## src/dbr_pkg.sv

```systemverilog
// Notes on behaviour
// Four-bit debug response control register, loaded by its JTAG instruction, resets to zero.
// With enable bit clear, event and cycle counters handle core debug events normally.
// With enable bit set, low 32 cycle counter bits form the reset countdown.
// Reset countdown decrements each cycle after the flush-stop acknowledge rises.
// With enable bit set, the debug event counter is ignored entirely.
// Value 100: one watchpoint pulse when the reset countdown reaches zero.
// Value 101: hard clock stop plus one watchpoint at reset countdown zero.
// Value 110: clock stretch pulse plus one watchpoint at reset countdown zero.
// Value 111: stretch and watchpoint, then upper half counts, hard stop and watchpoint.
// Soft-stop bit set and any cluster soft request soft-stops all enabled clusters.
// Driver should set soft-stop bit only while the enable bit is clear.
// Driver should clear bits 3 and 2 before JTAG clock stop access.
// Forward a watchpoint request only when both counters are zero, and only once.
// For clock stop use, the watchpoint pulse comes from the debug event itself.
// Rewriting the event counter non-zero re-arms forwarding of one more request.
// Clock restart instruction then test-logic-reset re-arms watchpoint forwarding.
// While clock restart stays active in run-test-idle, every request is forwarded; after a cycle counter delay the code forwards only if armed.
// The 64-bit cycle counter counts down each cycle to delay the debug response.
// Non-zero event counter decrements per request; cycle counter starts on next request.
// Each watchpoint pulse lasts exactly one io clock cycle.
// Reset countdown holds at zero so each action fires once per reset.
package dbr_pkg;
    localparam int DBR_CTRL_W = 4;
    localparam logic [3:0] DBR_CTRL_RST = 4'h0;
    localparam int DBR_BIT_SOFT = 3;
    localparam int DBR_BIT_EN = 2;
    localparam logic [1:0] DBR_MODE_WP = 2'h0;
    localparam logic [1:0] DBR_MODE_HARD = 2'h1;
    localparam logic [1:0] DBR_MODE_STR = 2'h2;
    localparam logic [1:0] DBR_MODE_STR_HARD = 2'h3;
    localparam logic [63:0] DBR_CYC_RST = 64'h0000_0000_0000_0000;
    localparam logic [31:0] DBR_EVT_RST = 32'h0000_0000;
    typedef enum logic [2:0]
    {
        DBR_IDLE = 3'b000,
        DBR_LOW = 3'b001,
        DBR_HIGH = 3'b010,
        DBR_DONE = 3'b011,
        DBR_DELAY = 3'b100
    } dbr_state_type;
endpackage

```

## src/dbr_debug_response.sv

```systemverilog
module dbr_debug_response
    import dbr_pkg::*;
#(
    parameter int CLUSTERS = 8
)
(
    input wire logic CLK,
    input wire logic RST,
    input wire logic CTRL_LOAD,
    input wire logic [3:0] CTRL_DATA,
    input wire logic CYC_LOAD,
    input wire logic [63:0] CYC_DATA,
    input wire logic EVT_LOAD,
    input wire logic [31:0] EVT_DATA,
    input wire logic FLUSH_STOP_ACK,
    input wire logic [CLUSTERS-1:0] SOFT_REQ,
    input wire logic [CLUSTERS-1:0] HARD_REQ,
    input wire logic [CLUSTERS-1:0] CORE_TRIG_REQ,
    input wire logic [CLUSTERS-1:0] CLUSTER_EN,
    input wire logic UNCORE_TRIG_REQ,
    input wire logic CLK_RESTART_ACTIVE,
    input wire logic TAP_TLR,
    input wire logic IO_CLK_EN,
    output logic [3:0] CTRL_Q,
    output logic [63:0] CYC_Q,
    output logic [31:0] EVT_Q,
    output logic WATCHPOINT,
    output logic HARD_STOP,
    output logic STRETCH,
    output logic [CLUSTERS-1:0] SOFT_STOP
);
    // ****************************************************************
    // Input synchronisation
    // ****************************************************************
    // Flush ack comes from the reset sequencer domain: three flops, count on agreement
    logic [2:0] ack_sync_r;
    logic [2:0] ack_sync_nxt;
    logic ack_lvl_r;
    logic ack_lvl_nxt;
    logic ack_rise;

    always_comb
    begin
        ack_sync_nxt = {ack_sync_r[1:0], FLUSH_STOP_ACK};
        ack_lvl_nxt = ack_lvl_r;
        if (ack_sync_r[1] == ack_sync_r[2])
        begin
            ack_lvl_nxt = ack_sync_r[2];
        end
    end
    assign ack_rise = ack_lvl_nxt && !ack_lvl_r;

    // ****************************************************************
    // Registers and counters
    // ****************************************************************
    logic [3:0] ctrl_r;
    logic [3:0] ctrl_nxt;
    logic [63:0] cyc_r;
    logic [63:0] cyc_nxt;
    logic [31:0] evt_r;
    logic [31:0] evt_nxt;
    dbr_state_type st_r;
    dbr_state_type st_nxt;
    logic armed_r;
    logic armed_nxt;
    logic restart_seen_r;
    logic restart_seen_nxt;
    logic wp_pend_r;
    logic wp_pend_nxt;
    logic wp_r;
    logic wp_nxt;
    logic hard_r;
    logic hard_nxt;
    logic str_r;
    logic str_nxt;
    logic [CLUSTERS-1:0] soft_r;
    logic [CLUSTERS-1:0] soft_nxt;
    logic [CLUSTERS-1:0] soft_pend_r;
    logic [CLUSTERS-1:0] soft_pend_nxt;
    logic delay_hard_r;
    logic delay_hard_nxt;
    logic delay_trig_r;
    logic delay_trig_nxt;

    logic enable;
    logic any_soft;
    logic any_hard;
    logic trig_req;
    logic any_evt;
    logic fire_wp;

    assign enable = ctrl_r[DBR_BIT_EN];
    assign any_soft = |SOFT_REQ;
    assign any_hard = |HARD_REQ;
    assign trig_req = (|CORE_TRIG_REQ) || UNCORE_TRIG_REQ;
    assign any_evt = any_soft || any_hard || trig_req;

    always_comb
    begin
        ctrl_nxt = ctrl_r;
        cyc_nxt = cyc_r;
        evt_nxt = evt_r;
        st_nxt = st_r;
        armed_nxt = armed_r;
        restart_seen_nxt = restart_seen_r;
        hard_nxt = 1'b0;
        str_nxt = 1'b0;
        soft_nxt = soft_r;
        soft_pend_nxt = soft_pend_r;
        delay_hard_nxt = delay_hard_r;
        delay_trig_nxt = delay_trig_r;
        fire_wp = 1'b0;
        if (CTRL_LOAD)
        begin
            ctrl_nxt = CTRL_DATA;
        end
        if (CYC_LOAD)
        begin
            cyc_nxt = CYC_DATA;
        end
        if (EVT_LOAD)
        begin
            evt_nxt = EVT_DATA;
            if (EVT_DATA != DBR_EVT_RST)
            begin
                armed_nxt = 1'b1;
            end
        end
        if (CLK_RESTART_ACTIVE)
        begin
            restart_seen_nxt = 1'b1;
        end
        if (restart_seen_r && TAP_TLR)
        begin
            armed_nxt = 1'b1;
            restart_seen_nxt = 1'b0;
        end
        if (enable)
        begin
            // Event counter untouched here, so its value survives a mode switch
            unique case (st_r)
                DBR_IDLE:
                begin
                    if (ack_rise)
                    begin
                        st_nxt = DBR_LOW;
                    end
                end
                DBR_LOW:
                begin
                    if (cyc_r[31:0] == 32'h0000_0000)
                    begin
                        fire_wp = 1'b1;
                        hard_nxt = (ctrl_r[1:0] == DBR_MODE_HARD);
                        str_nxt = ctrl_r[1];
                        st_nxt = (ctrl_r[1:0] == DBR_MODE_STR_HARD) ? DBR_HIGH : DBR_DONE;
                    end
                    else
                    begin
                        cyc_nxt[31:0] = cyc_r[31:0] - 32'h0000_0001;
                    end
                end
                DBR_HIGH:
                begin
                    if (cyc_r[63:32] == 32'h0000_0000)
                    begin
                        fire_wp = 1'b1;
                        hard_nxt = 1'b1;
                        st_nxt = DBR_DONE;
                    end
                    else
                    begin
                        cyc_nxt[63:32] = cyc_r[63:32] - 32'h0000_0001;
                    end
                end
                DBR_DONE:
                begin
                    st_nxt = DBR_DONE;
                end
                DBR_DELAY:
                begin
                    st_nxt = DBR_IDLE;
                end
                default:
                begin
                    st_nxt = DBR_IDLE;
                end
            endcase
        end
        else
        begin
            // Normal mode: event counter, then cycle counter delay
            if (st_r == DBR_DELAY)
            begin
                if (cyc_r == DBR_CYC_RST)
                begin
                    hard_nxt = delay_hard_r;
                    soft_nxt = soft_r | soft_pend_r;
                    if (delay_trig_r && armed_r)
                    begin
                        fire_wp = 1'b1;
                    end
                    st_nxt = DBR_IDLE;
                end
                else
                begin
                    cyc_nxt = cyc_r - 64'h0000_0000_0000_0001;
                end
            end
            else if (any_evt)
            begin
                if (evt_r != DBR_EVT_RST)
                begin
                    evt_nxt = evt_r - 32'h0000_0001;
                end
                else if (cyc_r != DBR_CYC_RST)
                begin
                    st_nxt = DBR_DELAY;
                    delay_hard_nxt = any_hard;
                    delay_trig_nxt = trig_req || any_hard || any_soft;
                    soft_pend_nxt = ctrl_r[DBR_BIT_SOFT] ? CLUSTER_EN : (SOFT_REQ & CLUSTER_EN);
                end
                else
                begin
                    hard_nxt = any_hard;
                    // Soft stop is sticky until reset, so a later request never clears it
                    soft_nxt = soft_r | (ctrl_r[DBR_BIT_SOFT] && any_soft ? CLUSTER_EN : (SOFT_REQ & CLUSTER_EN));
                    if (armed_r || CLK_RESTART_ACTIVE)
                    begin
                        fire_wp = 1'b1;
                    end
                end
            end
            else if (st_r != DBR_IDLE)
            begin
                st_nxt = DBR_IDLE;
            end
        end
        // A re-arm in the same cycle as a forward wins, so that request is not lost
        if (fire_wp && !CLK_RESTART_ACTIVE && !(EVT_LOAD && EVT_DATA != DBR_EVT_RST) && !(restart_seen_r && TAP_TLR))
        begin
            armed_nxt = 1'b0;
        end
    end

    // ****************************************************************
    // Watchpoint pulse, one io clock wide
    // ****************************************************************
    // Held pending until an io clock enable, then driven for that one io cycle
    always_comb
    begin
        wp_pend_nxt = wp_pend_r;
        wp_nxt = wp_r;
        if (IO_CLK_EN)
        begin
            wp_nxt = wp_pend_r || fire_wp;
            wp_pend_nxt = 1'b0;
        end
        else if (fire_wp)
        begin
            wp_pend_nxt = 1'b1;
        end
    end

    always_ff @(posedge CLK)
    begin
        if (RST)
        begin
            ack_sync_r <= 3'h0;
            ack_lvl_r <= 1'b0;
            ctrl_r <= DBR_CTRL_RST;
            cyc_r <= DBR_CYC_RST;
            evt_r <= DBR_EVT_RST;
            st_r <= DBR_IDLE;
            armed_r <= 1'b1;
            restart_seen_r <= 1'b0;
            wp_pend_r <= 1'b0;
            wp_r <= 1'b0;
            hard_r <= 1'b0;
            str_r <= 1'b0;
            soft_r <= '0;
            soft_pend_r <= '0;
            delay_hard_r <= 1'b0;
            delay_trig_r <= 1'b0;
        end
        else
        begin
            ack_sync_r <= ack_sync_nxt;
            ack_lvl_r <= ack_lvl_nxt;
            ctrl_r <= ctrl_nxt;
            cyc_r <= cyc_nxt;
            evt_r <= evt_nxt;
            st_r <= st_nxt;
            armed_r <= armed_nxt;
            restart_seen_r <= restart_seen_nxt;
            wp_pend_r <= wp_pend_nxt;
            wp_r <= wp_nxt;
            hard_r <= hard_nxt;
            str_r <= str_nxt;
            soft_r <= soft_nxt;
            soft_pend_r <= soft_pend_nxt;
            delay_hard_r <= delay_hard_nxt;
            delay_trig_r <= delay_trig_nxt;
        end
    end

    assign CTRL_Q = ctrl_r;
    assign CYC_Q = cyc_r;
    assign EVT_Q = evt_r;
    assign WATCHPOINT = wp_r;
    assign HARD_STOP = hard_r;
    assign STRETCH = str_r;
    assign SOFT_STOP = soft_r;
endmodule

```

## config.mk

```make
export PLATFORM = sky130hd
export DESIGN_NAME = dbr_debug_response
export DESIGN_NICKNAME = d
export VERILOG_FILES = /design/src/dbr_pkg.sv /design/src/dbr_debug_response.sv
export SDC_FILE = /design/constraint.sdc
export NUM_CORES = 1
export LEC_CHECK = 0
export BUFFER_PORTS_ARGS = -buffer_cell sky130_fd_sc_hd__buf_2
export CORE_UTILIZATION = 35
export DETAILED_ROUTE_END_ITERATION = 7
export HOLD_SLACK_MARGIN = 0.02
export PLACE_DENSITY = 0.57
export SETUP_SLACK_MARGIN = 0.2
export SYNTH_ARGS = -nofsm -noshare
export SYNTH_HDL_FRONTEND = slang
export SYNTH_SLANG_ARGS = --single-unit
```

## constraint.sdc

```tcl
create_clock -name CLK -period 3.2 [get_ports CLK]
set_clock_uncertainty 0.2 [all_clocks]
set_input_delay 0.16 -clock CLK [delete_from_list [all_inputs] [get_ports CLK]]
set_output_delay 0.16 -clock CLK [all_outputs]
set_load 0.01 [all_outputs]
```

==> flow_summary.ini, run 1 <==
[status]
status = completed

[floorplan]
io_pins = 253
die_w_um = 159.3
die-height_um = 159.3
start_util = 0.3563
dieArea_mm2 = 0.02539
core-area_mm2 = 0.02432
num_rows = 57

[power_and_ir_drop]
swShare = 0.3887
p_seq_frac = 0.309
power_leakage_nw = 5.161
clkPwrFrac = 0.291
irDropWorstVdd_mv = 0.3911
p_per_area_mw_per_mm2 = 554.0
intPower_w = 0.004261
p_sw_w = 0.002709
comb_power_share = 0.400

[setup_path]
startpoint_type = flop
end_kind = flop
crit_fanout = 26
crit_arrival_ns = 2.97
path_class = flop to flop
worstPathRequired_ns = 3.27

[grt]
first_global_vias = 10718
grt_pass1_wl_um = 56770
grt_max_degree = 79
grt_usage = 0.2774
antenna_found_initial = 1
grt.overflow.total = 0

[cells_and_area]
area_growth_pct = 45.20
drive_gt1_frac = 0.2728
fillers = 2393
nets = 1725
fin_util = 0.5173

[synthesis]
ys_types = 87
synth.net_count = 1327
synth.avg_cell_area_um2 = 7.343
syn_area_mm2 = 0.008665
synthArstFlopShare = 0
synth_seq_area_share = 0.3027
synthFlopType = dfxtp_1
syn_inst = 1180
yosys.area.top_type_share = 0.3027
ys_seq_elements = 131
synth_area_leaders = dfxtp_1 (30%), a21oi_1 (6.1%), nor2_1 (5.8%)
yosysWarnings = 0
synth_top_area_cell = dfxtp_1
synth_edf_count = 0

[clocking]
cts_tree = yes
cts_buffers = 17
cts_num_sinks = 131
cts_buffer_depth = 2
clockRootBuffer = clkbuf_16
htree_levels = 4
clk_pin_slew_worst_paths_ns = 0.06
insertion_delay_ns = 0.44

[detailed_routing]
ant_nets = 0
drt-vias-per-instance = 5.884
drc = 0
wl_per_cell_um = 18.79
drt_iter0_markers = 908
routed_wirelength_um = 36000
num_vias = 11273
dr.pass1.iters = 6

[timing]
report.final.hold_viol_count = 0
fin_crit_ns = 2.897
fmax_ghz = 0.3452
fin_ws_ns = 0.3029
holdWs_ns = 0.02100
rsz0062_at_grt = false
tns_ns = 0
period_share = 0.9053
max-slew-margin-rel = 0.3935
tightest_slew_ns = 0.9063
slew_violations = 0
setup_viol = 0

[min_path]
min_path_type = primary input to flop

[place]
gp_congestion = 0.9339
port_buffers = 252
place_worst_setup_slack_ns = 0.1762
dp_hpwl_um = 25400

[run]
drv_cap = 0
## repair_timing
| action | 4_1_cts | 5_1_grt |
|---|---|---|
| pin swaps | 0 | 2 |
| setup endpoints to repair | 5 | 71 |
| gates resized for setup | 0 | 21 |
| endpoints found under the hold margin | 111 | 0 |
| setup buffers | 1 | 4 |
| hold buffers | 115 | 0 |
## Yosys cell counts, types with 13 or more instances
cell type	number
and3_1	19
nor3b_1	14
nor2_1	135
inv_1	16
nor3_1	64
a221oi_1	18
or3_1	28
nor4_1	55
a211oi_1	32
mux2i_1	13
o22ai_1	14
nand2_1	83
o21ai_0	91
clkbuf_1	66
a21oi_1	105
a31oi_1	30
nand3_1	24
dfxtp_1	131
nand4_1	20
## cell usage in the layout (no fill, tap or decap), types with 7 or more instances in the layout
cell,instances
buf_2,251
nor2_1,134
dfxtp_1,131
dlygate4sd3_1,115
a21oi_1,103
buf_4,96
o21ai_0,91
nand2_1,83
nor3_1,62
nor4_1,49
a211oi_1,32
a31oi_1,30
or3_1,27
nand3_1,24
nand4_1,20
and3_1,19
a221oi_1,18
clkbuf_16,17
inv_1,16
nor3b_1,14
o22ai_1,14
mux2i_1,13
a22oi_1,12
nand2b_1,11
nor2b_1,10
or4_1,9
xnor2_1,9
nor4_2,8
o211ai_1,8
or2_2,7
o31ai_1,7
## metrics by stage
step	power, W	std cells	instance area, um^2
2_1_floorplan	0.003725	1180	8665
5_1_grt	0.007347	1916	12580
4_1_cts	0.006867	1911	12440
3_3_place_gp	0.004716	1763	10690
3_5_place_dp	0.004724	1763	10690
6_report	0.006970	1916	12580
## kinds of logic (layout without fill, tap and decap cells)
| family | Yosys count | in the layout | share of synthesized area |
|---|---|---|---|
| and+or+nand+nor | 515 | 515 | 0.3132 |
| AOI/OAI and AO/OA | 396 | 396 | 0.2944 |
| DFF | 131 | 131 | 0.3027 |
| buffers and inverters | 103 | 514 | 0.04910 |
| muxes | 17 | 17 | 0.02022 |
| xor gates and xnor gates | 13 | 13 | 0.01314 |
| adders and majority gates | 5 | 5 | 0.007220 |
| other | 0 | 1 | 0 |
## area by class of cell
class / instances / area, um^2 / share of cell area
Antenna cell: 1 / 2.502 / 0.0001989
Clock buffer: 20 / 466.7 / 0.03710
Clock inverter: 12 / 128.9 / 0.01024
Inverter: 18 / 67.56 / 0.005370
Multi-Input combinational cell: 946 / 5724 / 0.4550
Sequential cell: 131 / 2623 / 0.2085
Tap cell: 324 / 405.4 / 0.03222
Timing Repair Buffer: 464 / 3163 / 0.2514
## path summary, 6_finish.rpt
| check | cells past startpoint | end | from | slack, ns |
|---|---|---|---|---|
| hold reg to reg | 1 | ack_sync_r[1] | ack_sync_r[0] | 0.24 |
| setup reg to reg | 8 | EVT_Q[28] | EVT_Q[20] | 0.30 |
| setup / recovery | 8 | EVT_Q[28] | EVT_Q[20] | 0.30 |
| hold / removal | 5 | delay_hard_r | HARD_REQ[5] | 0.02 |
## sequential cells by signal (all words and copies together) (netlist names)
name,flops
CTRL_Q,4
CYC_Q,64
EVT_Q,32
HARD_STOP,1
SOFT_STOP,8
STRETCH,1
WATCHPOINT,1
ack_lvl_r,1
ack_sync_r,3
armed_r,1
delay_hard_r,1
delay_trig_r,1
restart_seen_r,1
soft_pend_r,8
st_r,3
wp_pend_r,1
## power by group through the flow
stage,Sequential (W),Clock (W),Combinational (W)
finish,0.00215,0.00203,0.00279
global route,0.00219,0.00212,0.00304
CTS,0.00214,0.00205,0.00268
detailed placement,0.00217,0,0.00256
global placement,0.00217,0,0.00254
floorplan,0.00222,0,0.00151
## routing by layer
layer	up-vias	share of wire	global-route usage	wire (um)
met2	579	0.47	0.4577	16790
met5	-	0	0	0
li1	5325	-	-	-
met1	5275	0.42	0.3495	15060
met4	0	0.033	0.1228	1179
met3	94	0.082	0.05548	2969
## worst max-delay path, cell delays in order, from the launching register on
cell and delay, ns:
dfxtp_1 0.31, or4_4 0.56, or3_4 0.40, nor4_4 0.33
nand2b_1 0.15, buf_4 0.27, nor3_1 0.17, a211oi_1 0.26
nor4_1 0.07
Power figures use the tool's default switching activity.
==> inputs of run 2 (changes only) <==
--- a/config.mk
+++ b/config.mk
@@ -9,7 +9,7 @@
 export CORE_UTILIZATION = 35
 export DETAILED_ROUTE_END_ITERATION = 7
 export HOLD_SLACK_MARGIN = 0.02
-export PLACE_DENSITY = 0.57
+export PLACE_DENSITY = 0.7
 export SETUP_SLACK_MARGIN = 0.2
 export SYNTH_ARGS = -nofsm -noshare
 export SYNTH_HDL_FRONTEND = slang
==> flow_summary.ini, run 2 (synthesis gave the netlist of run 1 again) <==
[clocking]
clockRootBuffer = clkbuf_16
htree_levels = 4
clk_pin_slew_worst_paths_ns = 0.07
cts_tree = yes
insertion_delay_ns = 0.44
cts_buffer_depth = 2
cts_num_sinks = 131
cts_buffers = 17

[cells_and_area]
fin_area_mm2 = 0.01262
drive_gt1_frac = 0.2739
layout_commonest_cell = buf_2
n_antenna_cell = 0
final_cell_mix = buf_2 (251), nor2_1 (135), dfxtp_1 (130)
nets = 1727
area_growth_pct = 45.66
fin_util = 0.5190
largest_register_ffs = 64

[floorplan]
core-area_mm2 = 0.02432
num_rows = 57
start_util = 0.3563
io_pins = 253
die-height_um = 159.3
dieArea_mm2 = 0.02539
die_w_um = 159.3

[place]
dpl_cell_area_mm2 = 0.01072
dp_hpwl_um = 25660
port_buffers = 252
gp_congestion = 0.9871

[timing]
slew_violations = 0
setup_viol = 0
tightest_slew_ns = 0.9406
fin_crit_ns = 2.920
report.final.hold_viol_count = 0
fmax_ghz = 0.3425
tns_ns = 0
holdWs_ns = 0.01931
rsz0062_at_grt = true
max-slew-margin-rel = 0.3729
period_share = 0.9124

[power_and_ir_drop]
swShare = 0.4017
p_seq_frac = 0.313
p_per_area_mw_per_mm2 = 551.2
irDropWorstVdd_mv = 0.3832
intPower_w = 0.004162
comb_power_share = 0.401
p_sw_w = 0.002795
power_leakage_nw = 5.191
clkPwrFrac = 0.285

[detailed_routing]
routed_wirelength_um = 36600
top_layer = met4
routed-wl-met3_um = 3502
ant_nets = 0
wl_per_cell_um = 19.10
drc = 0
wl_met1_um = 14650
drt-vias-per-instance = 6.019
dr.pass1.iters = 6
drt_iter0_markers = 1291
dr_wl_met2_um = 16800
num_vias = 11533

[min_path]
min_path_type = primary input to flop

[status]
status = completed

[grt]
grt_pass1_wl_um = 57430
grt_usage = 0.2804
antenna_found_initial = 0
grt_max_degree = 65
grt.overflow.total = 0
first_global_vias = 10826

[setup_path]
worstPathRequired_ns = 3.31
end_kind = flop
crit_fanout = 19
path_class = flop to flop
startpoint_type = flop
crit_arrival_ns = 3.03

[run]
drv_cap = 0
## run 2: worst max-delay path: stages, from the launching register on
cell and delay (ns):
dfxtp_2 0.35, or4_4 0.54, or3_4 0.40, nor4_4 0.34, buf_4 0.19, nor2_4 0.09, nor2_4 0.23, nor3_1 0.07
a2111oi_1 0.38
## run 2: layout make-up
| type | instances | area, um^2 |
|---|---|---|
| clock inverter | 13 | 140.1 |
| tap | 324 | 405.4 |
| fill | 2299 | 11700 |
| sequential | 131 | 2624 |
| timing repair buffer | 465 | 3214 |
| multi-input combinational | 947 | 5731 |
| inverter | 18 | 67.56 |
| clock buffer | 18 | 439.2 |
## run 2: timing repair
| action | 4_1_cts | 5_1_grt |
|---|---|---|
| gates cloned | 0 | 1 |
| pin swaps | 2 | 13 |
| resized for setup | 2 | 19 |
| endpoints found under the hold margin | 112 | 0 |
| setup buffers | 2 | 8 |
| hold buffers | 114 | 0 |
| setup endpoints to repair | 9 | 61 |
## run 2: metrics by stage
step	setup WS, ns	cells	total power (W)
after floorplan	0.3047	1180	0.003725
after global placement	0.2308	1760	0.004676
after detailed placement	0.1172	1760	0.004692
after CTS	0.2056	1907	0.006826
after global routing	0.1623	1916	0.007322
final	0.2803	1916	0.006957
## run 2: final timing paths
kind                            slack [ns]  depth (start not counted)            end           from
worst max register to register        0.28                          8      EVT_Q[24]      EVT_Q[21]
worst min-delay path                  0.02                          5   SOFT_STOP[7]    SOFT_REQ[7]
worst max-delay path                  0.28                          8      EVT_Q[24]      EVT_Q[21]
worst min register to register        0.23                          1  ack_sync_r[1]  ack_sync_r[0]
## run 2: routing by layer
layer / vias to the layer above / global-route usage
met4: 0 / 0.1469
met5: - / 0
met3: 140 / 0.05991
met1: 5284 / 0.3497
li1: 5364 / -
met2: 745 / 0.4539
## run 2: power groups by stage
stage                     clock, W  combinational (W)  sequential [W]
after floorplan                  0            0.00151         0.00222
after detailed placement         0            0.00251         0.00219
after CTS                  0.00202            0.00266         0.00215
after global placement           0            0.00249         0.00218
after global routing       0.00209            0.00302         0.00221
final                      0.00198            0.00279         0.00218
==> inputs of run 3 (changes only) <==
--- a/config.mk
+++ b/config.mk
@@ -5,11 +5,12 @@
 export SDC_FILE = /design/constraint.sdc
 export NUM_CORES = 1
 export LEC_CHECK = 0
+export ABC_AREA = 1
 export BUFFER_PORTS_ARGS = -buffer_cell sky130_fd_sc_hd__buf_2
 export CORE_UTILIZATION = 35
 export DETAILED_ROUTE_END_ITERATION = 7
 export HOLD_SLACK_MARGIN = 0.02
-export PLACE_DENSITY = 0.7
+export PLACE_DENSITY = 0.69
 export SETUP_SLACK_MARGIN = 0.2
 export SYNTH_ARGS = -nofsm -noshare
 export SYNTH_HDL_FRONTEND = slang
==> flow_summary.ini, run 3 <==
[timing]
period_share = 0.8569
max-slew-margin-rel = 0.4641
fmax_ghz = 0.3647
fin_crit_ns = 2.742
holdWs_ns = 0.03265
tightest_slew_ns = 0.8039
setup_viol = 0
rsz0062_at_grt = false
report.final.hold_viol_count = 0
tns_ns = 0
slew_violations = 0

[status]
status = completed

[min_path]
whs_path_depth = 5
min_path_type = primary input to flop

[power_and_ir_drop]
comb_power_share = 0.470
swShare = 0.4614
irDropWorstVdd_mv = 0.3320
clkPwrFrac = 0.255
intPower_w = 0.004524
p_sw_w = 0.003875
p_per_area_mw_per_mm2 = 631.3
p_seq_frac = 0.275
power_leakage_nw = 6.096

[detailed_routing]
drt_iter0_markers = 964
wl_per_cell_um = 15.83
drt-vias-per-instance = 5.167
routed_wirelength_um = 37580
num_vias = 12267
drc = 0
ant_nets = 0
dr.pass1.iters = 6

[synthesis]
synth.avg_cell_area_um2 = 6.048
yosysWarnings = 0
synth_area_leaders = dfxtp_1 (26%), nand2_1 (12%), nor2_1 (11%)
syn_area_mm2 = 0.009931
ys_types = 43
synth_seq_area_share = 0.2641
syn_inst = 1642
synth_top_area_cell = dfxtp_1
yosysMostFrequentCell = nand2_1
synthFlopType = dfxtp_1
synthArstFlopShare = 0
ys_seq_elements = 131
synth.net_count = 1789
yosys.area.top_type_share = 0.2641
synth.top_cells.by_count = nand2_1 (317), nor2_1 (298), a21oi_1 (186)
synth_edf_count = 0

[clocking]
clk_pin_slew_worst_paths_ns = 0.07
insertion_delay_ns = 0.44
cts_buffers = 17
htree_levels = 4
cts_tree = yes
cts_buffer_depth = 2
clockRootBuffer = clkbuf_16
cts_num_sinks = 131

[floorplan]
die-height_um = 170.4
dieArea_mm2 = 0.02905
die_w_um = 170.4
start_util = 0.3565
num_rows = 61
io_pins = 253
core-area_mm2 = 0.02786

[grt]
grt_max_degree = 117
grt_usage = 0.2572
antenna_found_initial = 1
grt_pass1_wl_um = 59100
grt.overflow.total = 0
first_global_vias = 11626

[cells_and_area]
drive_gt1_frac = 0.1879
final_cell_mix = nand2_1 (317), nor2_1 (296), buf_2 (251)
area_growth_pct = 33.98
layout_commonest_cell = nand2_1
n_antenna_cell = 0
fillers = 2823
nets = 2130
multi_input_area_mm2 = 0.006386
layout.area.seq_mm2 = 0.002624
largest_register_ffs = 64

[setup_path]
worstPathCellList = dlygate4sd3_1 -> buf_2 -> nor2_1 -> dlygate4sd3_1 -> nand2_1 -> nor2_2 -> nand3_2 -> nand2_1 -> nor2_2 -> buf_4 -> nor2_1 -> nand3_2 -> nand2_1 -> nand2_1 -> nor2_1
startpoint_type = primary input
end_kind = flop
cp_common_cell = nand2_1
worst_path_max_delay_cell = dlygate4sd3_1
path_class = primary input to flop
crit_fanout = 18
worstPathRequired_ns = 3.37
crit_arrival_ns = 2.91
critPathMaxStageDelay_ns = 0.55
rr_worst_depth = 11

[place]
gp_congestion = 0.9378
port_buffers = 252
dp_hpwl_um = 26460

[run]
drv_cap = 0
run 3: layout make-up:
| cell class | instances | share of cell area |
|---|---|---|
| Sequential cell | 131 | 0.1972 |
| Multi-Input combinational cell | 1282 | 0.4800 |
| Clock inverter | 15 | 0.01458 |
| Tap cell | 378 | 0.03555 |
| Timing Repair Buffer | 389 | 0.1948 |
| Clock buffer | 17 | 0.03197 |
| Inverter | 162 | 0.04589 |
run 3: power by group through the flow:
stage	logic, W	registers (W)	clock network (W)
3_3_place_gp	0.00371	0.00232	0
6_report	0.00395	0.00231	0.00214
3_5_place_dp	0.00375	0.00233	0
4_1_cts	0.00389	0.00230	0.00218
2_1_floorplan	0.00257	0.00237	0
5_1_grt	0.00441	0.00236	0.00224
run 3: path summary, 6_finish.rpt:
path	start	endpoint	slack (ns)
setup / recovery	HARD_REQ[4]	st_r[2]	0.46
hold reg to reg	ack_sync_r[0]	ack_sync_r[1]	0.20
hold / removal	CYC_DATA[51]	CYC_Q[51]	0.03
setup reg to reg	CYC_Q[32]	CYC_Q[46]	0.46
run 3: kinds of logic after synthesis:
family          share of synthesized area
buf+inv                           0.09550
compound gates                     0.2102
fa+ha+maj                        0.006300
flops                              0.2641
mux                               0.01348
simple gates                       0.3435
xor+xnor                          0.06703
run 3: routing by layer:
metal / global-route usage / part of all wire / routed length [um] / vias to the layer above
li1: - / - / - / 6085
met1: 0.3184 / 0.42 / 15800 / 5545
met2: 0.4410 / 0.48 / 17900 / 542
met3: 0.03488 / 0.068 / 2547 / 93
met4: 0.1171 / 0.035 / 1324 / 2
met5: 0 / 0.00021 / 8 / -
run 3: repair_timing:
| item | 4_1_cts | 5_1_grt |
|---|---|---|
| endpoints found under the setup margin | 0 | 8 |
| endpoints found under the hold margin | 99 | 0 |
| buffers inserted | 0 | 0 |
| hold buffers | 115 | 0 |
| resized for setup | 0 | 3 |
run 3: per-stage QoR:
stage | power (W) | worst slack [ns] | cells | utilization | area, um^2
finish | 0.008400 | 0.4578 | 2374 | 0.4776 | 13310
global placement | 0.006032 | 0.5260 | 2227 | 0.4135 | 11520
detailed placement | 0.006079 | 0.4239 | 2227 | 0.4135 | 11520
floorplan | 0.004943 | 0.9926 | 1642 | - | 9931
global route | 0.009008 | 0.2010 | 2374 | 0.4776 | 13310
CTS | 0.008364 | 0.2457 | 2374 | 0.4770 | 13290
run 3: critical path: cells and delay by family:
family                 cells  cell delay (ns)
buffers and inverters      4             1.40
and+or+nand+nor           11             1.36
